**config.mk**
```make
export PLATFORM = sky130hd
export DESIGN_NAME = timer_prescaler_option_reg
export DESIGN_NICKNAME = d
export VERILOG_FILES = /design/src/hdl/opt_pkg.sv /design/src/hdl/prescaler_core.sv /design/src/hdl/timer_prescaler_option_reg.sv
export SDC_FILE = /design/constraint.sdc
export NUM_CORES = 1
export LEC_CHECK = 0
export BUFFER_PORTS_ARGS = -buffer_cell sky130_fd_sc_hd__buf_2
export CAP_MARGIN = 40
export CORE_MARGIN = 8
export CORE_UTILIZATION = 25
export CTS_BUF_LIST = sky130_fd_sc_hd__clkbuf_16
export CTS_CLUSTER_SIZE = 8
export DETAILED_ROUTE_END_ITERATION = 10
export SYNTH_ARGS = -nofsm -noshare
export SYNTH_HDL_FRONTEND = slang
export SYNTH_SLANG_ARGS = --single-unit
```
**constraint.sdc**
```tcl
create_clock -name ref_clk -period 3.1 [get_ports ref_clk]
set_input_delay 0.155 -clock ref_clk [delete_from_list [all_inputs] [get_ports ref_clk]]
set_output_delay 0.155 -clock ref_clk [all_outputs]
set_load 0.01 [all_outputs]
```
**src/hdl/opt_pkg.sv**
```systemverilog
// constants and field layout for the timer prescaler option block
// How it works
// - option register is software readable and writable
// - one prescaler serves timer or watchdog only
// - watchdog assignment leaves timer clocked undivided
// - rate gives timer 2^(n+1), watchdog 2^n
// - per-pin pull-up mask beside global disable
// - peripheral interrupts need the global gate bit
package opt_pkg;
   localparam logic [7:0] option_addr = 8'h81;
   localparam logic [7:0] option_alt_addr = 8'h8f;
   localparam logic [7:0] pullup_mask_addr = 8'h95;
   localparam logic [7:0] int_ctrl_addr = 8'h8b;
   localparam logic [7:0] timer_addr = 8'h01;
   localparam logic [7:0] ev_status_addr = 8'h90;
   localparam logic [7:0] ev_clear_addr = 8'h91;
   localparam logic [7:0] ev_enable_addr = 8'h92;
   localparam logic [7:0] option_reset = 8'hff;
   localparam logic [7:0] pullup_mask_reset = 8'hff;
   localparam logic [7:0] int_ctrl_reset = 8'h00;
   localparam logic [1:0] ev_reset = 2'h0;
   localparam int pullup_dis_bit = 7;
   localparam int ext_edge_bit = 6;
   localparam int clk_src_bit = 5;
   localparam int src_edge_bit = 4;
   localparam int assign_bit = 3;
   localparam int periph_gate_bit = 6;
   localparam int glob_int_bit = 7;
   localparam int ev_timer_ovf = 0;
   localparam int ev_ext_int = 1;
   localparam logic [7:0] rate_width_all = 8'hff;
endpackage : opt_pkg

```
**src/hdl/prescaler_core.sv**
```systemverilog
// shared prescaler counter with rate tap select
`timescale 1ns/1ps
module prescaler_core
(
   input wire logic clk,
   input wire logic rst_n,
   input wire logic tick,
   input wire logic [2:0] rate,
   input wire logic clear,
   output logic tap_timer,
   output logic tap_wdog
);
   logic [7:0] cnt_q;
   logic [7:0] cnt_d;
   logic [8:0] mask_t;
   logic [8:0] ext_cnt;

   // wrap-around count, clear resets the chain
   assign cnt_d = clear ? 8'h00 : (tick ? cnt_q + 8'h01 : cnt_q);
   assign ext_cnt = {1'b0, cnt_q};
   assign mask_t = (9'h002 << rate) - 9'h001;
   assign tap_timer = tick & ((ext_cnt & mask_t) == mask_t);
   assign tap_wdog = tick & ((ext_cnt & (mask_t >> 1)) == (mask_t >> 1));

   always_ff @(posedge clk or negedge rst_n)
   begin
      if (!rst_n)
         cnt_q <= 8'h00;
      else
         cnt_q <= cnt_d;
   end
endmodule : prescaler_core

```
**src/hdl/timer_prescaler_option_reg.sv**
```systemverilog
// option register, shared prescaler, timer and interrupt gating
`timescale 1ns/1ps
module timer_prescaler_option_reg
(
   input wire logic ref_clk,
   input wire logic nrst,
   input wire logic [7:0] addr,
   input wire logic [7:0] wdata,
   input wire logic wr_stb,
   input wire logic rd_stb,
   output logic [7:0] rdata,
   input wire logic timer_pin,
   input wire logic ext_int_pin,
   input wire logic wdog_tick,
   input wire logic [7:0] periph_int_req,
   output logic wdog_timeout,
   output logic [7:0] port_b_pullup_en,
   output logic core_int,
   output logic irq
);
   logic rst_s1_q;
   logic rst_n;
   logic [7:0] timer_prescaler_option_q;
   logic [7:0] port_b_pullup_mask_q;
   logic [7:0] interrupt_control_q;
   logic [7:0] eight_bit_timer_q;
   logic [1:0] ev_status_q;
   logic [1:0] ev_enable_q;
   logic [2:0] tpin_q;
   logic [2:0] epin_q;
   logic [7:0] rdata_q;
   logic [7:0] pullup_q;
   logic core_int_q;
   logic irq_q;
   logic wdog_q;

   // reset release through two flops
   always_ff @(posedge ref_clk or negedge nrst)
   begin
      if (!nrst)
      begin
         rst_s1_q <= 1'b0;
         rst_n <= 1'b0;
      end
      else
      begin
         rst_s1_q <= 1'b1;
         rst_n <= rst_s1_q;
      end
   end

   // pin synchronisers, third stage for edge detect
   always_ff @(posedge ref_clk or negedge rst_n)
   begin
      if (!rst_n)
      begin
         tpin_q <= 3'h0;
         epin_q <= 3'h0;
      end
      else
      begin
         tpin_q <= {tpin_q[1:0], timer_pin};
         epin_q <= {epin_q[1:0], ext_int_pin};
      end
   end

   // field decode
   wire pullup_global_disable = timer_prescaler_option_q[opt_pkg::pullup_dis_bit];
   wire ext_int_edge_sel = timer_prescaler_option_q[opt_pkg::ext_edge_bit];
   wire timer_clk_src_sel = timer_prescaler_option_q[opt_pkg::clk_src_bit];
   wire timer_src_edge_sel = timer_prescaler_option_q[opt_pkg::src_edge_bit];
   wire prescaler_assign = timer_prescaler_option_q[opt_pkg::assign_bit];
   wire [2:0] prescale_rate_sel = timer_prescaler_option_q[2:0];

   // address decode
   wire hit_opt = (addr == opt_pkg::option_addr) | (addr == opt_pkg::option_alt_addr);
   wire wr_opt = wr_stb & hit_opt;
   wire wr_mask = wr_stb & (addr == opt_pkg::pullup_mask_addr);
   wire wr_intc = wr_stb & (addr == opt_pkg::int_ctrl_addr);
   wire wr_tmr = wr_stb & (addr == opt_pkg::timer_addr);
   wire wr_clr = wr_stb & (addr == opt_pkg::ev_clear_addr);
   wire wr_en = wr_stb & (addr == opt_pkg::ev_enable_addr);

   // timer source edges
   wire pin_rise = tpin_q[1] & ~tpin_q[2];
   wire pin_fall = ~tpin_q[1] & tpin_q[2];
   wire pin_edge = timer_src_edge_sel ? pin_fall : pin_rise;
   wire timer_src = timer_clk_src_sel ? pin_edge : 1'b1;

   wire pre_tick = prescaler_assign ? wdog_tick : timer_src;
   wire tap_timer;
   wire tap_wdog;

   prescaler_core u_pre
   (
      .clk(ref_clk),
      .rst_n(rst_n),
      .tick(pre_tick),
      .rate(prescale_rate_sel),
      .clear(wr_opt | wr_tmr),
      .tap_timer(tap_timer),
      .tap_wdog(tap_wdog)
   );

   // undivided timer when prescaler is on the watchdog
   wire timer_inc = prescaler_assign ? timer_src : tap_timer;
   wire wdog_evt = prescaler_assign ? tap_wdog : wdog_tick;
   wire timer_ovf = timer_inc & (eight_bit_timer_q == 8'hff) & ~wr_tmr;

   // external interrupt edge
   wire ext_rise = epin_q[1] & ~epin_q[2];
   wire ext_fall = ~epin_q[1] & epin_q[2];
   wire ext_evt = ext_int_edge_sel ? ext_rise : ext_fall;

   // peripheral requests gated by the peripheral gate bit, then the global bit
   wire periph_pend = (|periph_int_req) & interrupt_control_q[opt_pkg::periph_gate_bit];
   wire core_int_d = interrupt_control_q[opt_pkg::glob_int_bit] & periph_pend;

   wire [7:0] pullup_d = pullup_global_disable ? 8'h00 : port_b_pullup_mask_q;

   // sticky events, set wins over clear
   wire [1:0] ev_set = {ext_evt, timer_ovf};
   wire [1:0] ev_clr = wr_clr ? wdata[1:0] : 2'h0;
   wire [1:0] ev_status_d = (ev_status_q & ~ev_clr) | ev_set;
   wire irq_d = |(ev_status_d & ev_enable_q);

   // read mux
   wire [7:0] rd_mux =
      hit_opt ? timer_prescaler_option_q :
      (addr == opt_pkg::pullup_mask_addr) ? port_b_pullup_mask_q :
      (addr == opt_pkg::int_ctrl_addr) ? interrupt_control_q :
      (addr == opt_pkg::timer_addr) ? eight_bit_timer_q :
      (addr == opt_pkg::ev_status_addr) ? {6'h00, ev_status_q} :
      (addr == opt_pkg::ev_enable_addr) ? {6'h00, ev_enable_q} : 8'h00;

   always_ff @(posedge ref_clk or negedge rst_n)
   begin
      if (!rst_n)
         timer_prescaler_option_q <= opt_pkg::option_reset;
      else if (wr_opt)
         timer_prescaler_option_q <= wdata;
   end

   always_ff @(posedge ref_clk or negedge rst_n)
   begin
      if (!rst_n)
      begin
         port_b_pullup_mask_q <= opt_pkg::pullup_mask_reset;
         interrupt_control_q <= opt_pkg::int_ctrl_reset;
         ev_enable_q <= opt_pkg::ev_reset;
      end
      else
      begin
         if (wr_mask)
            port_b_pullup_mask_q <= wdata;
         if (wr_intc)
            interrupt_control_q <= wdata;
         if (wr_en)
            ev_enable_q <= wdata[1:0];
      end
   end

   // timer count
   always_ff @(posedge ref_clk or negedge rst_n)
   begin
      if (!rst_n)
         eight_bit_timer_q <= 8'h00;
      else if (wr_tmr)
         eight_bit_timer_q <= wdata;
      else if (timer_inc)
         eight_bit_timer_q <= eight_bit_timer_q + 8'h01;
   end

   // registered outputs and status
   always_ff @(posedge ref_clk or negedge rst_n)
   begin
      if (!rst_n)
      begin
         ev_status_q <= opt_pkg::ev_reset;
         rdata_q <= 8'h00;
         pullup_q <= 8'h00;
         core_int_q <= 1'b0;
         irq_q <= 1'b0;
         wdog_q <= 1'b0;
      end
      else
      begin
         ev_status_q <= ev_status_d;
         rdata_q <= rd_stb ? rd_mux : 8'h00;
         pullup_q <= pullup_d;
         core_int_q <= core_int_d;
         irq_q <= irq_d;
         wdog_q <= wdog_evt;
      end
   end

   assign rdata = rdata_q;
   assign port_b_pullup_en = pullup_q;
   assign core_int = core_int_q;
   assign irq = irq_q;
   assign wdog_timeout = wdog_q;
endmodule : timer_prescaler_option_reg

```
; ---- Word level (Yosys, flattened, before mapping)
; Cells that the tools add are included.
[word_totals]
ff_bits = 71
in_bits = 31
out_inout_bits = 19
[op_classes]
n_reduce_logical = 4
shifts = 1
mux = 19
addsub = 3
n_bitwise = 29
eq_ne = 11
[ops]
columns = cell, count
row1 = $mux 8, 10
row2 = $eq 8x8->1 const B, 8
row3 = $add 8x1->8 const B, 2
row4 = $and 1x1->1, 16
row5 = $and 8x9->9, 1
row6 = $eq 9x8->1, 1
row7 = $eq 9x9->1, 1
row8 = $shl 2x3->9 const A, 1
row9 = $sub 9x1->9 const B, 1
row10 = $and 8x8->8, 1
row11 = $eq 8x1->1 const B, 1
row12 = $reduce_or 8->1, 1
row13 = $mux 1, 6
row14 = $mux 2, 3
row15 = $not 1->1, 5
row16 = $and 2x2->2, 2
row17 = $reduce_bool 2->1, 2
row18 = $not 2->2, 1
row19 = $or 1x1->1, 2
row20 = $or 2x2->2, 1
row21 = $reduce_or 2->1, 1

; ---- Logic depth before layout (Yosys ltp)
[logic_depth]
depth_word = 12
ltp_mapped = 8
mapped_depth_nobuf = 7

; ---- By module
; From an unflattened synthesis, not the netlist that was laid out.
[hier_totals]
cells_unflattened = 300
hier_area_um2 = 3397.0
[by_module_without_submodules]
columns = mod, cells_each, seq_area_each_um2, area_each_um2, n_inst
row1 = timer_prescaler_option_reg, 230, 1596.5, 2792.7, 1
row2 = prescaler_core, 70, 200.2, 604.3, 1

; ---- Least setup slack after synthesis
; Ideal clock, no wire load.
[synth_path]
kind = reg2reg
start = register u_pre.cnt_q[1]
end = register irq_q (netlist: irq)
stages_incl_launch_ff = 7
t_required_ns = 3.035
arrival_ns = 1.727
setup_slack_ns = 1.308
path_cell_list = dfrtp_1 > nand2_2 > o21bai_4 > a2111oi_4 > o21ai_2 > o41ai_4 > a22o_1
[synth_via]
elab_chain_len = 9
[synth_rtl]
columns = element, line
row1 = start: declaration, prescaler_core.sv:13  ; logic [7:0] cnt_q;
row2 = start signal: assignment, prescaler_core.sv:30  ; cnt_q <= cnt_d;
row3 = $and 8x9->9, prescaler_core.sv:22  ; assign tap_timer = tick & ((ext_cnt & mask_t) == mask_t);
row4 = $eq 9x9->1, prescaler_core.sv:22
row5 = $and 1x1->1, prescaler_core.sv:22
row6 = $mux 1, timer_prescaler_option_reg.sv:106  ; wire timer_inc = prescaler_assign ? timer_src : tap_timer;
row7 = $and 1x1->1 (2 in series), timer_prescaler_option_reg.sv:108  ; wire timer_ovf = timer_inc & (eight_bit_timer_q == 8'hff) & ~wr_tmr;
row8 = $or 2x2->2, timer_prescaler_option_reg.sv:124  ; wire [1:0] ev_status_d = (ev_status_q & ~ev_clr) | ev_set;
row9 = net ev_status_d[0], timer_prescaler_option_reg.sv:124
row10 = $and 2x2->2, timer_prescaler_option_reg.sv:125  ; wire irq_d = |(ev_status_d & ev_enable_q);
row11 = $reduce_or 2->1, timer_prescaler_option_reg.sv:125
row12 = net irq_d, timer_prescaler_option_reg.sv:125
row13 = end signal: assignment, timer_prescaler_option_reg.sv:192  ; irq_q <= irq_d;
row14 = end: declaration, timer_prescaler_option_reg.sv:34  ; logic irq_q;
; The timed path passes the listed nets, and every way through them passes these cells.
; A chain may end at the register's enable or synchronous reset.

; ---- Final worst setup path
; Same ends and word-level chain as after synthesis.

==> results.cfg <==
[outcome]
status = completed

[worst_setup_path]
critPathArrivalTime_ns = 2.37
crit_fanout = 8
crit_path_end_kind = flip-flop
cp-start-kind = flip-flop
reg2reg_depth = 6
ff2ff_setup_slack_ns = 1.0
reg2reg_to = irq$_DFF_PN0_
worstReg2RegStart = u_pre.cnt_q[1]$_DFFE_PN0P_
critPathRequiredTime_ns = 3.36
worstSetupPathType = reg2reg

[synth]
synth_edf_count = 0
synth_top_flop_cell = dfrtp_1
synth_cell_types = 53
synth_nets = 338
synthArstFlopShare_pct = 100.0
seq_area_frac_synth_pct = 52.83
yosysWarnings = 0
synth-seq-cells = 71
syn_inst = 305
postSynthAreaPerCell_um2 = 11.15
syn-cell-area_mm2 = 0.003401

[floorplanning]
die_area_mm2 = 0.01759
initial_core_util_pct = 25.68
core_area_mm2 = 0.01324
die_w_um = 132.6
io_pins = 50
die_h_um = 132.6
row_count = 42

[placed_design]
numPortBuffers = 49
dp_hpwl_um = 6212
gp_congestion = 0.8530

[route]
avgRoutedWirePerCell_um = 15.02
post-route-drc-count = 0
final_antenna_net_count = 0
finalWirelength_um = 8173
vias_per_cell = 4.645
drt-initial-drc-count = 168
via_count = 2527
first_pass_iters = 4

[power]
p_switching_uw = 816.2
seqPwrFrac_pct = 45.3
power_density_mw_per_mm2 = 655.9
p_comb_share_pct = 17.6
irDropWorstVdd_v = 0.0002987
switching_share_pct = 29.80
p_int_uw = 1923
clockPowerShare_pct = 37.1
leakagePower_uw = 0.001814

[hold_path]
min_from = periph_int_req[6]
holdPathEnd = core_int$_DFF_PN0_
min_delay_path_depth = 3
min_path_type = in2reg

[sta]
worst_pin_slew_ns = 0.6302
setup_tns_ns = 0
max_freq_mhz = 475.7
fin_crit_ns = 2.102
hold-worst-slack_ns = 0.08353
setup_viol = 0
hold_violations = 0
slew_headroom_pct = 57.44
drv_slew = 0
fin_skew_ns = 0.005913
finalCritPeriodShare_pct = 67.82
rsz0062_at_grt = no

[finish]
layout_commonest_cell = dfrtp_1
fin_nets = 396
layout_common_cells = dfrtp_1, buf_2, nand2_1
area_growth_pct = 22.77
diodes = 0
drive_above_1_share_pct = 32.88

[global_route]
grt-ovfl-total = 0
grt.total_usage_pct = 9.380
antenna_found_initial = 0
grt_pass1_vias = 2646
grt_pass1_wl_um = 13430
grt_max_degree = 30

[flow_run]
cap_violations = 0

[clocking]
cts_tree = built
cts_root_buffer = clkbuf_16
cts.htree.levels = 3
clk_pin_slew_ns = 0.06
cts_buffers = 9
cts_resized = 0
cts_num_sinks = 71
worst_skew_pair.late_latency_ns = 0.33
clock_path_buffers = 2
-- worst max path at each step --
| stage | start | end | slack [ns] | cells past startpoint |
|---|---|---|---|---|
| after global routing | u_pre.cnt_q[1]$_DFFE_PN0P_ | irq$_DFF_PN0_ | 0.83 | 6 |
| after global placement | addr[6] | irq$_DFF_PN0_ | 1.02 | 6 |
| final | u_pre.cnt_q[1]$_DFFE_PN0P_ | irq$_DFF_PN0_ | 1.0 | 6 |
| after detailed placement | u_pre.cnt_q[1]$_DFFE_PN0P_ | irq$_DFF_PN0_ | 1.00 | 6 |
| after CTS | u_pre.cnt_q[1]$_DFFE_PN0P_ | irq$_DFF_PN0_ | 0.99 | 6 |
| after floorplan | rst_n$_DFF_PN0_ | core_int$_DFF_PN0_ | 1.00 | 0 |
-- synth_stat cells (3+ instances only) --
cell      number  share of area [%]
dfrtp_1       55                 40
nand2_1       37                4.1
mux2_2        25                8.3
dfstp_2       16                 12
nor2_1        16                1.8
nor2b_1       13                2.4
o21ai_0       12                1.8
a21oi_1       10                1.5
xor2_1        10                2.6
mux2i_1        8                2.4
a21boi_0       7                1.5
a22oi_1        7                1.5
o21ai_1        7                1.0
inv_1          6               0.66
nand2b_1       6                1.1
nor3_1         6               0.88
nand3_1        5               0.74
nand4_1        4               0.74
and3_1         3               0.55
buf_2          3               0.44
clkbuf_1       3               0.33
nor3b_1        3               0.66
o211ai_1       3               0.66
o21a_1         3               0.66
xnor2_1        3               0.77
-- layer usage --
metal / GRT usage, % / vias up / wire [um]
met5: 0 / - / 0
met4: 4.164 / 0 / 131
met3: 2.195 / 13 / 382
met2: 15.51 / 58 / 4081
met1: 11.38 / 1255 / 3577
li1: - / 1201 / -
-- critical path, cell delays in order (launching register included) --
cell and delay [ns]:
dfrtp_1 0.46, nand2_2 0.10, o21bai_4 0.19, a2111oi_4 0.57, o21ai_2 0.14, o41ai_4 0.37
a22o_1 0.21
-- through the flow --
step           std cells  worst slack [ns]  cell area [um^2]  utilization [%]  total power, uW
5_1_grt              544            0.8349              4175            31.53             2893
6_report             544            0.9977              4175            31.53             2739
3_5_place_dp         525             1.003              3849            29.06             1738
2_1_floorplan        305             1.004              3401                -             1583
3_3_place_gp         525             1.021              3849            29.06             1722
4_1_cts              544            0.9886              4175            31.53             2778
-- sequential cells by signal, summed over array words and instances (netlist names), 2 cells and up --
signal and count:
eight_bit_timer_q 8, interrupt_control_q 8, port_b_pullup_en 8, port_b_pullup_mask_q 8
rdata 8, timer_prescaler_option_q 8, u_pre.cnt_q 8, epin_q 3
tpin_q 3, ev_enable_q 2, ev_status_q 2
-- logic make-up after synthesis --
group                    after synthesis  share of synthesized area (%)
XOR/XNOR                              13                          3.348
buffers and inverters                 14                          1.876
multiplexers                          34                          10.96
adder cells (fa/ha/maj)                2                         0.7357
AND/OR/NAND/NOR                      105                          15.89
flip-flops                            71                          52.83
AO/OA/AOI/OAI                         65                          14.24
other                                  1                         0.1103
-- power groups by stage --
| stage | logic [uW] | clock network, uW | registers, uW |
|---|---|---|---|
| 3_5_place_dp | 484 | 0 | 1250 |
| 4_1_cts | 488 | 1050 | 1240 |
| 5_1_grt | 542 | 1090 | 1260 |
| 2_1_floorplan | 372 | 0 | 1210 |
| 3_3_place_gp | 471 | 0 | 1250 |
| 6_report | 482 | 1020 | 1240 |
-- layout make-up --
class / instances / area, um^2
fillers: 1369 / 9067
inverters: 6 / 22.52
multi-input cells: 220 / 1540
flip-flops and latches: 71 / 1798
repair buffers: 55 / 297.8
clock buffers: 9 / 225.2
well taps: 176 / 220.2
clock inverters: 7 / 71.32
-- what timing repair did --
action / CTS / global route
endpoints found under the hold margin: 4 / 0
buffers inserted: 0 / 0
hold buffers: 3 / 0
Note: power is estimated with default switching activity, not from simulation.
